===== config.mk =====
export PLATFORM = sky130hd
export DESIGN_NAME = fmc_top
export DESIGN_NICKNAME = d
export VERILOG_FILES = /design/src/hw/fmc_pkg.sv /design/src/hw/fmc_carrier_gen.sv /design/src/hw/fmc_top.sv
export VERILOG_INCLUDE_DIRS = /design/src /design/src/hw
export SDC_FILE = /design/constraint.sdc
export NUM_CORES = 1
export LEC_CHECK = 0
export ABC_AREA = 1
export BUFFER_PORTS_ARGS = -buffer_cell sky130_fd_sc_hd__buf_2
export CORE_MARGIN = 2
export CORE_UTILIZATION = 56
export DETAILED_ROUTE_END_ITERATION = 10
export GPL_TIMING_DRIVEN = 0
export PLACE_DENSITY = 0.89
export SLEW_MARGIN = 10
export SYNTH_ARGS = -nofsm -noshare
export SYNTH_HDL_FRONTEND = slang
export SYNTH_SLANG_ARGS = --single-unit

===== constraint.sdc =====
create_clock -name pclk -period 2.89 [get_ports pclk]
set_input_delay 0.4335 -clock pclk [delete_from_list [all_inputs] [get_ports pclk]]
set_output_delay 0.4335 -clock pclk [all_outputs]
set_load 0.01 [all_outputs]

===== src/hw/fmc_defs.svh =====
// constants for the modem control block: offsets, fields, resets, timing
`ifndef FMC_DEFS_SVH
`define FMC_DEFS_SVH

// ****************************************************************
// clocking
// ****************************************************************
`define FMC_PCLK_HZ 40000000
`define FMC_REF_HZ 1000000
`define FMC_REF_DIV (`FMC_PCLK_HZ / `FMC_REF_HZ)

// ****************************************************************
// supervision times, in their own units, and counts of 1 us ticks
// ****************************************************************
`define FMC_BRK_TIME_MS 150
`define FMC_SHORT_TIME_MS 300
`define FMC_LONG_TIME_MS 1500
`define FMC_BRK_TICKS (`FMC_BRK_TIME_MS * (`FMC_REF_HZ / 1000))
`define FMC_SHORT_TICKS (`FMC_SHORT_TIME_MS * (`FMC_REF_HZ / 1000))
`define FMC_LONG_TICKS (`FMC_LONG_TIME_MS * (`FMC_REF_HZ / 1000))

// ****************************************************************
// carrier synthesis: 24-bit phase step per 1 us reference tick
// ****************************************************************
`define FMC_ACC_W 24
`define FMC_ORIG_MARK_HZ 1270
`define FMC_ORIG_SPACE_HZ 1070
`define FMC_ANS_MARK_HZ 2225
`define FMC_ANS_SPACE_HZ 2025
`define FMC_STEP(f) (((f) * 64'h0000_0000_0100_0000) / `FMC_REF_HZ)

// ****************************************************************
// register map
// ****************************************************************
`define FMC_CTRL_OFS 12'h000
`define FMC_STAT_OFS 12'h004
`define FMC_CTRL_HANGUP_BIT 0
`define FMC_CTRL_BRKREL_BIT 1
`define FMC_STAT_SEIZE_BIT 0
`define FMC_STAT_ORIG_BIT 1
`define FMC_STAT_EST_BIT 2
`define FMC_STAT_BRK_BIT 3
`define FMC_STAT_CTSN_BIT 4
`define FMC_STAT_SELFTEST_BIT 5
`define FMC_STAT_STATE_LSB 6
`define FMC_PRDATA_RST 32'h0000_0000

`endif


===== src/hw/fmc_pkg.sv =====
// types shared by the modem control block
package fmc_pkg;
  typedef enum logic [1:0] {
    FMC_IDLE = 2'b00,
    FMC_ONLINE = 2'b01,
    FMC_HANGUP = 2'b11
  } fmc_state_e;
endpackage : fmc_pkg


===== src/hw/fmc_carrier_gen.sv =====
// phase-continuous square carrier synthesised from the 1 us reference tick
`timescale 1ns/1ps
`include "fmc_defs.svh"
module fmc_carrier_gen (
  input wire logic pclk, // system clock
  input wire logic presetn, // async reset, active low
  input wire logic ref_tick, // 1 us enable pulse
  input wire logic run, // carrier on
  input wire logic orig_band, // 1: low band, 0: high band
  input wire logic mark, // bit being sent
  output logic sq_out // square wave at carrier frequency
);
  localparam logic [23:0] STEP_OM = 24'(`FMC_STEP(`FMC_ORIG_MARK_HZ));
  localparam logic [23:0] STEP_OS = 24'(`FMC_STEP(`FMC_ORIG_SPACE_HZ));
  localparam logic [23:0] STEP_AM = 24'(`FMC_STEP(`FMC_ANS_MARK_HZ));
  localparam logic [23:0] STEP_AS = 24'(`FMC_STEP(`FMC_ANS_SPACE_HZ));

  logic [23:0] acc_reg;
  logic [23:0] acc_next;
  logic [23:0] step;

  // ****************************************************************
  // step selection and accumulation
  // ****************************************************************
  // accumulator is never reloaded on a bit change: the new step takes
  // over at the next tick, so no phase jump and under 1 us to settle
  always_comb begin
    unique case ({orig_band, mark})
      2'b11: step = STEP_OM;
      2'b10: step = STEP_OS;
      2'b01: step = STEP_AM;
      2'b00: step = STEP_AS;
    endcase
    acc_next = acc_reg;
    if (!run) begin
      acc_next = 24'h000000;
    end else if (ref_tick) begin
      acc_next = acc_reg + step;
    end
  end

  always_ff @(posedge pclk or negedge presetn) begin
    if (!presetn) begin
      acc_reg <= 24'h000000;
    end else begin
      acc_reg <= acc_next;
    end
  end

  assign sq_out = acc_reg[23];
endmodule : fmc_carrier_gen


===== src/hw/fmc_top.sv =====
// control and signalling logic of the low-speed fsk modem, with apb access
//
// Notes on behaviour
// - short-space strap low: hang up after 0.3 s
// - long-space strap low: hang up after 1.5 s
// - self test retunes demodulator to transmit band
// - self test keeps established channel state
// - mode low answering, high originating
// - mode output inverts during self test
// - seize line on request and terminal ready
// - release line output after call completes
// - clear-to-send low only once data unclamped
// - receive data: mark high, space low
// - 150 ms space latches receive break high
// - receive break high until clear-to-send
// - test output squares at transmit frequency
// - originate carrier 1270 mark, 1070 space
// - answer carrier 2225 mark, 2025 space
// - new frequency within 1 us, phase-continuous
// - reset holds line released and idle
// - ring selects answer, off-hook selects originate
`timescale 1ns/1ps
`include "fmc_defs.svh"
module fmc_top #(
  parameter int unsigned BRK_TICKS = `FMC_BRK_TICKS, // break space, 1 us ticks
  parameter int unsigned SHORT_TICKS = `FMC_SHORT_TICKS, // short hang-up space
  parameter int unsigned LONG_TICKS = `FMC_LONG_TICKS // long hang-up space
) (
  input wire logic pclk, // 40 MHz system clock
  input wire logic presetn, // async reset, active low
  input wire logic [11:0] paddr, // apb byte address
  input wire logic psel, // apb select
  input wire logic penable, // apb access phase
  input wire logic pwrite, // apb write
  input wire logic [31:0] pwdata, // apb write data
  output logic [31:0] prdata, // apb read data
  output logic pready, // apb ready
  output logic pslverr, // apb error on unmapped address
  input wire logic short_space_hangup_strap, // low enables 0.3 s hang-up
  input wire logic long_space_hangup_strap, // low enables 1.5 s hang-up
  input wire logic factory_test_clock, // high: reference tick every clock
  input wire logic loopback_selftest_n, // low: self test
  input wire logic offhook_request_n, // low: originate request
  input wire logic ring_detect_n, // low: ring qualified
  input wire logic dtr_n, // low: terminal ready
  input wire logic chan_est, // high: handshake has established channel
  input wire logic tx_data_in, // terminal data, mark high
  input wire logic demod_bit_in, // demodulator output, mark high
  output logic line_seize_out, // high: coupler off hook
  output logic mode_out, // high originate, low answer, inverted in test
  output logic cts_n, // low: clear to send
  output logic rx_data_out, // received data, mark high
  output logic rx_break_out, // high: break latched or not yet clear
  output logic carrier_square_test_out // square at transmit frequency
);
  localparam int unsigned CNT_W = 21;
  localparam logic [CNT_W-1:0] CNT_MAX = '1;
  localparam logic [5:0] REF_LAST = 6'(`FMC_REF_DIV - 1);

  initial begin
    if (`FMC_REF_DIV < 2 || `FMC_REF_DIV > 64) begin
      $error("reference divider out of range");
    end
    if (LONG_TICKS >= (1 << CNT_W) || SHORT_TICKS == 0 || BRK_TICKS == 0) begin
      $error("space timer counts out of range");
    end
  end

  // ****************************************************************
  // 1 us reference enable
  // ****************************************************************
  logic [5:0] div_reg;
  logic [5:0] div_next;
  logic ref_tick;

  always_comb begin
    div_next = (div_reg == REF_LAST) ? 6'h00 : div_reg + 6'h01;
    // shortened timing for production test only
    ref_tick = (div_reg == REF_LAST) | factory_test_clock;
  end

  always_ff @(posedge pclk or negedge presetn) begin
    if (!presetn) begin
      div_reg <= 6'h00;
    end else begin
      div_reg <= div_next;
    end
  end

  // ****************************************************************
  // apb slave: zero wait states, read data captured in the setup cycle, writes act in the access cycle
  // ****************************************************************
  logic [31:0] prdata_reg;
  logic [31:0] prdata_next;
  logic pslverr_reg;
  logic pslverr_next;
  logic setup_ph;
  logic hit_ctrl;
  logic hit_stat;
  logic wr_ctrl;
  logic hangup_cmd;
  logic brk_release;
  logic [31:0] status_word;

  always_comb begin
    setup_ph = psel & ~penable;
    hit_ctrl = (paddr == `FMC_CTRL_OFS);
    hit_stat = (paddr == `FMC_STAT_OFS);
    wr_ctrl = psel & penable & pwrite & hit_ctrl;
    hangup_cmd = wr_ctrl & pwdata[`FMC_CTRL_HANGUP_BIT];
    brk_release = wr_ctrl & pwdata[`FMC_CTRL_BRKREL_BIT];
    prdata_next = prdata_reg;
    pslverr_next = pslverr_reg;
    if (setup_ph) begin
      prdata_next = (!pwrite && hit_stat) ? status_word : 32'h0000_0000;
      pslverr_next = ~(hit_ctrl | hit_stat);
    end
  end

  always_ff @(posedge pclk or negedge presetn) begin
    if (!presetn) begin
      prdata_reg <= `FMC_PRDATA_RST;
      pslverr_reg <= 1'b0;
    end else begin
      prdata_reg <= prdata_next;
      pslverr_reg <= pslverr_next;
    end
  end

  assign pready = 1'b1;
  assign prdata = prdata_reg;
  assign pslverr = pslverr_reg & psel & penable;

  // ****************************************************************
  // call supervision
  // ****************************************************************
  fmc_pkg::fmc_state_e state_reg;
  fmc_pkg::fmc_state_e state_next;
  logic orig_reg;
  logic orig_next;
  logic est_reg;
  logic est_next;
  logic brk_reg;
  logic brk_next;
  logic [CNT_W-1:0] space_cnt_reg;
  logic [CNT_W-1:0] space_cnt_next;
  logic seize_reg;
  logic mode_reg;
  logic cts_n_reg;
  logic rxd_reg;
  logic rxbrk_reg;
  logic seize_next;
  logic mode_next;
  logic cts_n_next;
  logic rxd_next;
  logic rxbrk_next;
  logic online;
  logic space_now;
  logic call_req;
  logic space_disc;
  logic selftest;
  logic tx_bit;

  always_comb begin
    online = (state_reg == fmc_pkg::FMC_ONLINE);
    selftest = ~loopback_selftest_n;
    call_req = ~offhook_request_n | ~ring_detect_n;
    space_now = online & ~demod_bit_in;
    // timer restarts whenever the received line leaves space
    space_cnt_next = space_cnt_reg;
    if (!space_now) begin
      space_cnt_next = '0;
    end else if (ref_tick && space_cnt_reg != CNT_MAX) begin
      space_cnt_next = space_cnt_reg + 1'b1;
    end
    // both straps low is a board error; either one then hangs up
    space_disc = (~short_space_hangup_strap & (space_cnt_reg >= CNT_W'(SHORT_TICKS)))
               | (~long_space_hangup_strap & (space_cnt_reg >= CNT_W'(LONG_TICKS)));
    state_next = state_reg;
    orig_next = orig_reg;
    est_next = est_reg;
    unique case (state_reg)
      fmc_pkg::FMC_IDLE: begin
        est_next = 1'b0;
        if (call_req && !dtr_n) begin
          state_next = fmc_pkg::FMC_ONLINE;
          orig_next = ring_detect_n;
        end
      end
      fmc_pkg::FMC_ONLINE: begin
        est_next = est_reg | chan_est;
        if (space_disc || hangup_cmd || dtr_n) begin
          state_next = fmc_pkg::FMC_HANGUP;
          est_next = 1'b0;
        end
      end
      fmc_pkg::FMC_HANGUP: begin
        // wait for requests to drop so the line is not seized again at once
        est_next = 1'b0;
        if (!call_req) begin
          state_next = fmc_pkg::FMC_IDLE;
        end
      end
      default: begin
        state_next = fmc_pkg::FMC_IDLE;
        est_next = 1'b0;
      end
    endcase
    // a break that lands with the release write still latches
    brk_next = (brk_reg & ~brk_release & online)
             | (space_now & (space_cnt_reg >= CNT_W'(BRK_TICKS)));
    tx_bit = cts_n_reg | tx_data_in;
    seize_next = (state_next == fmc_pkg::FMC_ONLINE);
    mode_next = orig_next ^ selftest;
    cts_n_next = ~est_next;
    rxd_next = ~est_next | demod_bit_in;
    rxbrk_next = brk_next | ~est_next;
  end

  always_ff @(posedge pclk or negedge presetn) begin
    if (!presetn) begin
      state_reg <= fmc_pkg::FMC_IDLE;
      orig_reg <= 1'b0;
      est_reg <= 1'b0;
      brk_reg <= 1'b0;
      space_cnt_reg <= '0;
      seize_reg <= 1'b0;
      mode_reg <= 1'b0;
      cts_n_reg <= 1'b1;
      rxd_reg <= 1'b1;
      rxbrk_reg <= 1'b1;
    end else begin
      state_reg <= state_next;
      orig_reg <= orig_next;
      est_reg <= est_next;
      brk_reg <= brk_next;
      space_cnt_reg <= space_cnt_next;
      seize_reg <= seize_next;
      mode_reg <= mode_next;
      cts_n_reg <= cts_n_next;
      rxd_reg <= rxd_next;
      rxbrk_reg <= rxbrk_next;
    end
  end

  always_comb begin
    status_word = 32'h0000_0000;
    status_word[`FMC_STAT_SEIZE_BIT] = seize_reg;
    status_word[`FMC_STAT_ORIG_BIT] = orig_reg;
    status_word[`FMC_STAT_EST_BIT] = est_reg;
    status_word[`FMC_STAT_BRK_BIT] = brk_reg;
    status_word[`FMC_STAT_CTSN_BIT] = cts_n_reg;
    status_word[`FMC_STAT_SELFTEST_BIT] = selftest;
    status_word[`FMC_STAT_STATE_LSB +: 2] = state_reg;
  end

  assign line_seize_out = seize_reg;
  assign mode_out = mode_reg;
  assign cts_n = cts_n_reg;
  assign rx_data_out = rxd_reg;
  assign rx_break_out = rxbrk_reg;

  // ****************************************************************
  // transmit carrier; low band when originating, independent of test
  // ****************************************************************
  fmc_carrier_gen u_carrier (
    .pclk(pclk),
    .presetn(presetn),
    .ref_tick(ref_tick),
    .run(seize_reg),
    .orig_band(orig_reg),
    .mark(tx_bit),
    .sq_out(carrier_square_test_out)
  );
endmodule : fmc_top


==> impl_table.tex, run 1 <==
\begin{tabular}{lr}
\hline
Metric & Value \\
\hline
\multicolumn{2}{l}{\textbf{Worst setup path}} \\
\quad Critical path depth & 14 \\
\quad CP Capture Point & u\_carrier.acc\_reg[17]\$\_DFFE\_PN0P\_ \\
\quad Required time at the worst-slack endpoint & 3140 ps \\
\quad Worst Path Max Fanout & 5 \\
\quad Critical-path cell list & nor2\_2 -> inv\_1 -> ha\_1 -> or2\_2 -> ha\_1 -> nand2\_1 -> nor2\_1 -> inv\_1 -> nor2\_1 -> nand3\_1 -> nand3\_1 -> nand3\_1 -> nand2\_1 -> nor2\_1 \\
\quad R2R Path End & u\_carrier.acc\_reg[17]\$\_DFFE\_PN0P\_ \\
\quad Crit path from & cts\_n\$\_DFF\_PN1\_ \\
\quad Signal arrival time at the worst endpoint & 2850 ps \\
\quad Startpoint of the lowest-slack register-to-register path & cts\_n\$\_DFF\_PN1\_ \\
\quad CP top delay family & simple AND/OR/NAND/NOR gates \\
\quad Internal reg-to-reg setup slack & around 280 ps \\
\quad CP max stage delay & 400 ps \\
\quad Critical Path End Type & register \\
\quad Start-to-end type of the worst setup path & reg2reg \\
\quad Number of buffers and inverters on the critical path & 2 \\
\quad R2R cell count & 14 \\
\quad Launching element type of the critical path & register \\
\quad Standard cell with the maximum stage delay on the critical path & dfstp\_2 \\
\multicolumn{2}{l}{\textbf{Logic synthesis}} \\
\quad Avg Cell Area, Syn & 7.02 um\^{}2 \\
\quad Synth unique cells & 39 \\
\quad Count of flip-flops with a built-in enable after synthesis & 0 \\
\quad Netlist Area Pre-Place & 0.00483 mm\^{}2 \\
\quad Asr flop ratio synth & 100\% \\
\quad Post-synthesis sequential element count & 70 \\
\quad Portion of the post-synthesis area used by sequential elements & 36.3\% \\
\quad Proportion of netlist area held by the largest area contributor & 34.7\% \\
\quad Largest cells by area after synthesis & dfrtp\_1 (35\%), nand2\_1 (14\%), nor2\_1 (6.8\%) \\
\quad Cell accounting for the most synthesized area & dfrtp\_1 \\
\quad Most common flop cell mapped by yosys & dfrtp\_1 \\
\quad Post-synthesis instance total & 688 \\
\quad Warnings from Yosys & 0 \\
\multicolumn{2}{l}{\textbf{Floorplan}} \\
\quad Die area & 0.00939 mm\^{}2 \\
\quad Initial standard-cell utilization of the core & 58.2\% \\
\quad Number of standard-cell rows in the floorplan & 33 \\
\quad Die width & between 90 and 100 um \\
\quad Vert. Die Dim & roughly 97 um \\
\quad Placeable Area & 0.00830 mm\^{}2 \\
\quad Boundary pin count & 99 \\
\multicolumn{2}{l}{\textbf{STA}} \\
\quad Post-route setup slack & 283 ps \\
\quad Post-route clock skew & 16.4 ps \\
\quad Achievable clock frequency & about 380 MHz \\
\quad RSZ-0062 raised after global routing & false \\
\quad Final hold viol count & 0 \\
\quad Final-report max-slew violation count & 0 \\
\quad Final critical-path required period & 2610 ps \\
\quad Final setup violation count & 0 \\
\quad Share of the cycle needed by the critical path after routing & 90.2\% \\
\quad Final setup TNS & 0 ps \\
\multicolumn{2}{l}{\textbf{Run status}} \\
\quad Outcome & finished, final reports clean \\
\multicolumn{2}{l}{\textbf{Pwr}} \\
\quad Ratio of total power to cell area & 655 mW/mm\^{}2 \\
\quad Worst-case vdd ir drop & 0.372 mV \\
\quad Total leakage power & roughly 2.8 nW \\
\quad Overall power consumption & roughly 3.6 mW \\
\multicolumn{2}{l}{\textbf{Finish}} \\
\quad Combined area of the multi-input logic cells & 0.00261 mm\^{}2 \\
\quad Non-filler instance count after layout & just under 900 \\
\quad Leading cell types in the layout, fill and taps excluded & nand2\_1 (183), nor2\_1 (87), inv\_1 (76) \\
\quad Ratio of cells with drive above 1 in the final layout & around 17\% \\
\quad Most common cell after layout, fill and taps aside & nand2\_1 \\
\quad Nets@finish & 848 \\
\quad Count of filler cells inserted in the layout & 719 \\
\quad Final cell area excluding filler cells & 0.00551 mm\^{}2 \\
\quad Layout overhead on the synthesized area & 14.0\% \\
\quad Max reg flops & 24 \\
\quad Sequential cell area & about 0.0018 mm\^{}2 \\
\quad Antenna Diode Count & 0 \\
\multicolumn{2}{l}{\textbf{Global route}} \\
\quad Total congestion overflow after global routing & 0 \\
\quad Via count of the first global-routing pass & 4717 \\
\quad Maximum number of pins on one net before global-route repair & 55 \\
\quad GR Util All Layers & between 20\% and 30\% \\
\quad Global-route wire length before repair & 20800 um \\
\quad Number of antenna violations at the first check in global routing & 0 \\
\multicolumn{2}{l}{\textbf{CTS}} \\
\quad Sink count of the clock tree & 70 \\
\quad Later-pin clock latency in the skew report & 370 ps \\
\quad Clock tree buffer depth & 2 \\
\quad CTS tree & built \\
\quad Number of buffers added by the clock tree synthesis step & 9 \\
\quad Root Buffer Master & clkbuf\_8 \\
\quad Htree depth & 3 \\
\quad Register clock-pin slew on the reported worst setup and hold paths & 90 ps \\
\multicolumn{2}{l}{\textbf{Detailed routing}} \\
\quad Pre-antenna DRT Iters & 7 \\
\quad Routed wire per std cell & 13.7 um \\
\quad Iteration-0 DRC Markers & between 300 and 400 \\
\quad Post-DRT Antenna Nets & 0 \\
\quad Routed via count & roughly 4800 \\
\quad DRC violation count after routing & 0 \\
\quad Aggregate routed wire length & between 10000 and 15000 um \\
\quad Per-cell via count in the routed design & roughly 5.4 \\
\multicolumn{2}{l}{\textbf{Placed design}} \\
\quad Worst setup slack after placement & 11.6 ps \\
\quad Cell count after placement & 860 \\
\quad Final HPWL from detailed placement & just over 9000 um \\
\quad RD Place Congestion & about 1 \\
\quad I/O Buffers & 43 \\
\quad Placed instance area & around 0.0053 mm\^{}2 \\
\multicolumn{2}{l}{\textbf{Min path}} \\
\quad Worst hold start & loopback\_selftest\_n \\
\quad HP Class & in2reg \\
\multicolumn{2}{l}{\textbf{Flow run}} \\
\quad Maximum capacitance violations & 0 \\
\hline
\end{tabular}
cell families after synthesis:
group / after synthesis / synth area share, %
other cells: 2 / 0.155
simple gates: 380 / 34.3
compound gates: 88 / 10.1
fa+ha+maj: 20 / 5.33
flops: 70 / 36.3
buf+inv: 116 / 11.5
xor+xnor: 12 / 2.18
worst min-delay path by stage:
stage                           end  cells past startpoint  slack (ps)
2_1_floorplan     brk_reg$_DFF_PN0_                      0         140
6_report         mode_out$_DFF_PN0_                      2         260
3_3_place_gp   div_reg[0]$_DFF_PN0_                      1         440
3_5_place_dp   div_reg[3]$_DFF_PN0_                      1         320
4_1_cts          mode_out$_DFF_PN0_                      2         260
5_1_grt          mode_out$_DFF_PN0_                      2         260
metrics by stage:
stage	util [%]	hold slack [ps]
final	66.4	264
after global routing	66.4	255
after CTS	66.2	256
after detailed placement	63.8	324
after global placement	63.4	444
after floorplan	-	138
synth_stat cells (4+ instances only):
master / count
buf_4: 25
nand2_1: 183
nor2_2: 5
nand3_1: 54
a21oi_1: 36
ha_1: 19
inv_1: 76
dfrtp_1: 67
inv_2: 5
nand4_1: 16
nand2_2: 5
o21ai_0: 31
xor2_1: 10
buf_2: 5
o31ai_1: 4
o21ai_2: 6
nor2_1: 88
o21ai_1: 6
nor3_1: 13
layout make-up:
type | count | area share [%]
clock inverter | 7 | 1.14
timing repair buffer | 47 | 4.90
inverter | 81 | 5.52
buffer | 35 | 4.61
tap | 105 | 2.38
multi-input combinational | 525 | 47.3
sequential | 70 | 31.9
clock buffer | 9 | 2.25
worst register-to-register path, stage by stage (launching register included):
cell	delay [ps]
dfstp_2	400
nor2_2	130
inv_1	80
ha_1	200
or2_2	340
ha_1	370
nand2_1	120
nor2_1	200
inv_1	60
nor2_1	120
nand3_1	90
nand3_1	170
nand3_1	90
nand2_1	60
nor2_1	50
layer usage:
| metal | vias to the layer above | part of all wire (%) | global-route usage [%] | routed length [um] |
|---|---|---|---|---|
| li1 | 2342 | - | - | - |
| met1 | 2209 | 41 | 31.7 | 4960 |
| met2 | 169 | 50 | 45.6 | 6060 |
| met3 | 32 | 6.0 | 5.64 | 729 |
| met4 | 0 | 2.6 | 12.8 | 319 |
| met5 | - | 0 | 0 | 0 |
report_power, final:
group	internal [mW]	switching, mW
Clock	0.329	0.440
Sequential	1.13	0.131
Combinational	0.531	1.05
Total	1.99	1.62
repair_timing:
item / 4_1_cts / 5_1_grt
setup endpoints to repair: 2 / 7
gates resized for setup: 1 / 1
hold endpoints to repair: 16 / 0
buffers inserted: 0 / 2
hold buffers: 1 / 0
Note: power is estimated with default switching activity, not from simulation.
==> run 2: changes to the inputs <==
ABC_AREA = default   (was 1)
CORE_ASPECT_RATIO = 1.5   (was default)
CORE_UTILIZATION = 55   (was 56)
REMOVE_ABC_BUFFERS = 1   (was default)
==> run 2 against run 1 <==
Compared with the run above: the run now ends with setup timing left; final cell count decreased by 28%; synthesized cell count is 30% lower; wire length rose by 1.2%; sequential power is essentially flat; critical endpoint is now u_carrier.acc_reg[23]$_DFFE_PN0P_; clock-buffer cell count increased by 3; critical path depth stayed put; first-iteration DRC count increased by 8.6%; highest routed layer unchanged; largest power group unchanged; die area decreased by 8.2%.
==> impl_table.tex, run 2 <==
\begin{tabular}{lr}
\hline
Metric & Value \\
\hline
\multicolumn{2}{l}{\textbf{Run status}} \\
\quad Outcome & finished with violations \\
\quad Failing checks & setup timing \\
\multicolumn{2}{l}{\textbf{STA}} \\
\quad Final-report max-slew violation count & 0 (unchanged) \\
\quad Post-route clock skew & 5.53 ps (-10.9 ps) \\
\quad Final critical-path required period & 2960 ps (+352 ps) \\
\quad Achievable clock frequency & 338 MHz (-12\%) \\
\quad Post-route setup slack & -68.0 ps (-352 ps) \\
\quad Share of the cycle needed by the critical path after routing & 102\% (+12 points) \\
\quad Final setup violation count & 2 (+2) \\
\quad Final setup TNS & -76.3 ps (-76.3 ps) \\
\quad Worst-Margin Slew & about 1100 ps \\
\quad Slew Limit Headroom & 28.7\% \\
\quad Final hold viol count & 0 (unchanged) \\
\multicolumn{2}{l}{\textbf{Pwr}} \\
\quad Worst-case vdd ir drop & 0.464 mV (+25\%) \\
\quad Reported net switching power & 1.48 mW (-8.9\%) \\
\quad Sequential fraction of design power & 31.0\% (-3.8 points) \\
\quad Total leakage power & 2.33 nW (-16\%) \\
\quad Pint & 2.52 mW (+27\%) \\
\quad Comb power frac & 37.1\% (-6.8 points) \\
\quad Switching Fraction & 37.0\% (-8.0 points) \\
\quad Power share of the clock group & 31.9\% (+11 points) \\
\quad Ratio of total power to cell area & 769 mW/mm\^{}2 (+17\%) \\
\quad Overall power consumption & 4.00 mW (+11\%) \\
\multicolumn{2}{l}{\textbf{Global route}} \\
\quad Maximum number of pins on one net before global-route repair & 44 (-20\%) \\
\quad Via count of the first global-routing pass & 3922 (-17\%) \\
\quad Global-route wire length before repair & 18300 um (-12\%) \\
\quad Number of antenna violations at the first check in global routing & 0 (unchanged) \\
\quad GR Util All Layers & 26.7\% (+0.14 points) \\
\quad Total congestion overflow after global routing & 0 (unchanged) \\
\multicolumn{2}{l}{\textbf{Finish}} \\
\quad Nets@finish & 606 (-29\%) \\
\quad Leading cell types in the layout, fill and taps excluded & dfrtp\_1 (66), nor2\_1 (46), nand2\_1 (43) \\
\quad Most common cell after layout, fill and taps aside & dfrtp\_1 \\
\quad Final core utilization & 68.3\% (+1.9 points) \\
\quad Final cell area excluding filler cells & 0.00520 mm\^{}2 (-5.6\%) \\
\quad Max reg flops & 24 (unchanged) \\
\quad Ratio of cells with drive above 1 in the final layout & 21.2\% (+4.3 points) \\
\quad Antenna Diode Count & 0 (unchanged) \\
\quad Layout overhead on the synthesized area & 20.1\% \\
\multicolumn{2}{l}{\textbf{Worst setup path}} \\
\quad Critical-path cell list & or2\_4 -> inv\_2 -> ha\_2 -> nor2\_4 -> nor2\_4 -> ha\_4 -> a211oi\_2 -> o211ai\_1 -> buf\_4 -> buf\_4 -> a211oi\_2 -> o21ai\_0 -> nand4b\_1 -> mux2i\_1 \\
\quad Start-to-end type of the worst setup path & reg2reg \\
\quad Worst Path Max Fanout & 5 (unchanged) \\
\quad R2R cell count & 14 (unchanged) \\
\quad R2R Path End & u\_carrier.acc\_reg[23]\$\_DFFE\_PN0P\_ \\
\quad Signal arrival time at the worst endpoint & 3210 ps (+360 ps) \\
\quad CP max stage delay & 530 ps (+130 ps) \\
\quad Required time at the worst-slack endpoint & 3150 ps (about the same) \\
\quad Critical Path End Type & register \\
\quad Standard cell with the maximum stage delay on the critical path & dfstp\_2 \\
\quad Internal reg-to-reg setup slack & -70 ps (-350 ps) \\
\quad Startpoint of the lowest-slack register-to-register path & cts\_n\$\_DFF\_PN1\_ \\
\quad Launching element type of the critical path & register \\
\multicolumn{2}{l}{\textbf{Floorplan}} \\
\quad Vert. Die Dim & 113 um (+16\%) \\
\quad Die area & 0.00861 mm\^{}2 (-8.2\%) \\
\quad Die width & 76.5 um (-21\%) \\
\quad Initial standard-cell utilization of the core & 56.9\% (-1.3 points) \\
\quad Boundary pin count & 99 (unchanged) \\
\quad Placeable Area & 0.00761 mm\^{}2 (-8.3\%) \\
\quad Number of standard-cell rows in the floorplan & 39 (+18\%) \\
\multicolumn{2}{l}{\textbf{Min path}} \\
\quad HP Class & in2async \\
\multicolumn{2}{l}{\textbf{CTS}} \\
\quad Quantity of hold-fixing buffers added after cts & 0 (-1) \\
\quad Sink count of the clock tree & 70 (unchanged) \\
\quad Root Buffer Master & clkbuf\_16 \\
\quad Register clock-pin slew on the reported worst setup and hold paths & 60 ps (-30 ps) \\
\quad Htree depth & 3 (unchanged) \\
\quad Clock tree buffer depth & 2 (unchanged) \\
\quad Later-pin clock latency in the skew report & 340 ps (-30 ps) \\
\quad CTS tree & built \\
\quad Number of buffers added by the clock tree synthesis step & 9 (unchanged) \\
\multicolumn{2}{l}{\textbf{Logic synthesis}} \\
\quad Avg Cell Area, Syn & 9.02 um\^{}2 (+28\%) \\
\quad Warnings from Yosys & 0 (unchanged) \\
\quad Asr flop ratio synth & 100\% (unchanged) \\
\quad Most used standard cells in the synthesized netlist & dfrtp\_1 (67), nor2\_1 (48), nand2\_1 (45) \\
\quad Synth unique cells & 59 (+51\%) \\
\quad Post-synthesis instance total & 480 (-30\%) \\
\quad Post-synthesis sequential element count & 70 (unchanged) \\
\quad Count of flip-flops with a built-in enable after synthesis & 0 (unchanged) \\
\quad Portion of the post-synthesis area used by sequential elements & 40.5\% (+4.2 points) \\
\quad Cell accounting for the most synthesized area & dfrtp\_1 \\
\quad Top-count cell post-synth & dfrtp\_1 \\
\quad Netlist Area Pre-Place & 0.00433 mm\^{}2 (-10\%) \\
\quad Most common flop cell mapped by yosys & dfrtp\_1 \\
\quad Largest cells by area after synthesis & dfrtp\_1 (39\%), ha\_1 (5.5\%), xnor2\_1 (4.7\%) \\
\quad Proportion of netlist area held by the largest area contributor & 38.7\% (+4.0 points) \\
\multicolumn{2}{l}{\textbf{Detailed routing}} \\
\quad DRC violation count after routing & 0 (unchanged) \\
\quad Iteration-0 DRC Markers & 341 (+8.6\%) \\
\quad Post-DRT Antenna Nets & 0 (unchanged) \\
\quad Aggregate routed wire length & 12200 um (+1.2\%) \\
\quad Pre-antenna DRT Iters & 5 (-2) \\
\quad Routed wire per std cell & 19.3 um (+40\%) \\
\quad Per-cell via count in the routed design & 6.20 (+15\%) \\
\quad Routed via count & 3928 (-17\%) \\
\multicolumn{2}{l}{\textbf{Placed design}} \\
\quad Placed instance area & 0.00454 mm\^{}2 (-14\%) \\
\quad Final HPWL from detailed placement & 7110 um (-22\%) \\
\quad RD Place Congestion & 0.919 (-6.2\%) \\
\quad I/O Buffers & 43 (unchanged) \\
\multicolumn{2}{l}{\textbf{Flow run}} \\
\quad Maximum capacitance violations & 0 (unchanged) \\
\hline
\end{tabular}
run 2: worst max-delay path by stage:
stage / from / to / slack [ps] / cells after the start
6_report: cts_n$_DFF_PN1_ / u_carrier.acc_reg[23]$_DFFE_PN0P_ / -70 / 14
5_1_grt: cts_n$_DFF_PN1_ / u_carrier.acc_reg[23]$_DFFE_PN0P_ / -160 / 14
4_1_cts: cts_n$_DFF_PN1_ / u_carrier.acc_reg[19]$_DFFE_PN0P_ / -40 / 13
3_5_place_dp: tx_data_in / u_carrier.acc_reg[19]$_DFFE_PN0P_ / -750 / 13
3_3_place_gp: tx_data_in / u_carrier.acc_reg[19]$_DFFE_PN0P_ / -690 / 13
2_1_floorplan: tx_data_in / u_carrier.acc_reg[19]$_DFFE_PN0P_ / -100 / 10
run 2: power by group through the flow:
stage / Clock, mW / Sequential, mW / Combinational (mW)
after floorplan: 0 / 1.22 / 0.758
after global placement: 0 / 1.25 / 0.960
after detailed placement: 0 / 1.26 / 1.02
after CTS: 1.27 / 1.23 / 1.22
after global routing: 1.32 / 1.25 / 1.59
final: 1.28 / 1.24 / 1.48
run 2: cell families (layout without fill, tap and decap cells):
family,count (synthesis),in the layout,share of synthesized area (%)
AND/OR/NAND/NOR,198,198,23.4
AO/OA/AOI/OAI,91,91,14.3
flip-flops,70,70,40.5
buffers and inverters,58,87,7.22
XOR/XNOR,36,36,7.28
adder cells (fa/ha/maj),20,20,5.95
multiplexers,5,5,1.16
other,2,25,0.173
run 2: metal layers:
metal / vias up / GRT usage, % / routed length (um)
met5: - / 0 / 0
met4: 0 / 14.8 / 689
met3: 76 / 5.55 / 690
met2: 207 / 48.9 / 6730
met1: 1889 / 28.4 / 4120
li1: 1756 / - / -
run 2: critical path, delay by kind of cell, from the launching register on:
kind            cells  cell delay (ps)
compound gates      4              940
fa+ha+maj           2              380
buf+inv             3              370
flops               1              530
mux                 1              190
simple gates        4              480
run 2: layout make-up:
type	count	area (um^2)
Multi-Input combinational cell	375	2600
Fill cell	527	2410
Sequential cell	70	1760
Timing Repair Buffer	53	305
Clock buffer	12	246
Tap cell	102	128
Clock inverter	4	95.1
Inverter	18	67.6
run 2: through the flow:
stage / instances / hold slack [ps] / setup slack (ps)
CTS: 628 / 25.8 / -40.3
global placement: 608 / 443 / -685
global route: 634 / 50.3 / -162
detailed placement: 609 / 376 / -753
finish: 634 / 17.5 / -68.0
floorplan: 463 / 138 / -101
run 2: timing repair:
action / 4_1_cts / 5_1_grt
setup endpoints to repair: 14 / 18
pin swaps: 5 / 8
buffers inserted: 3 / 6
gates resized for setup: 23 / 33
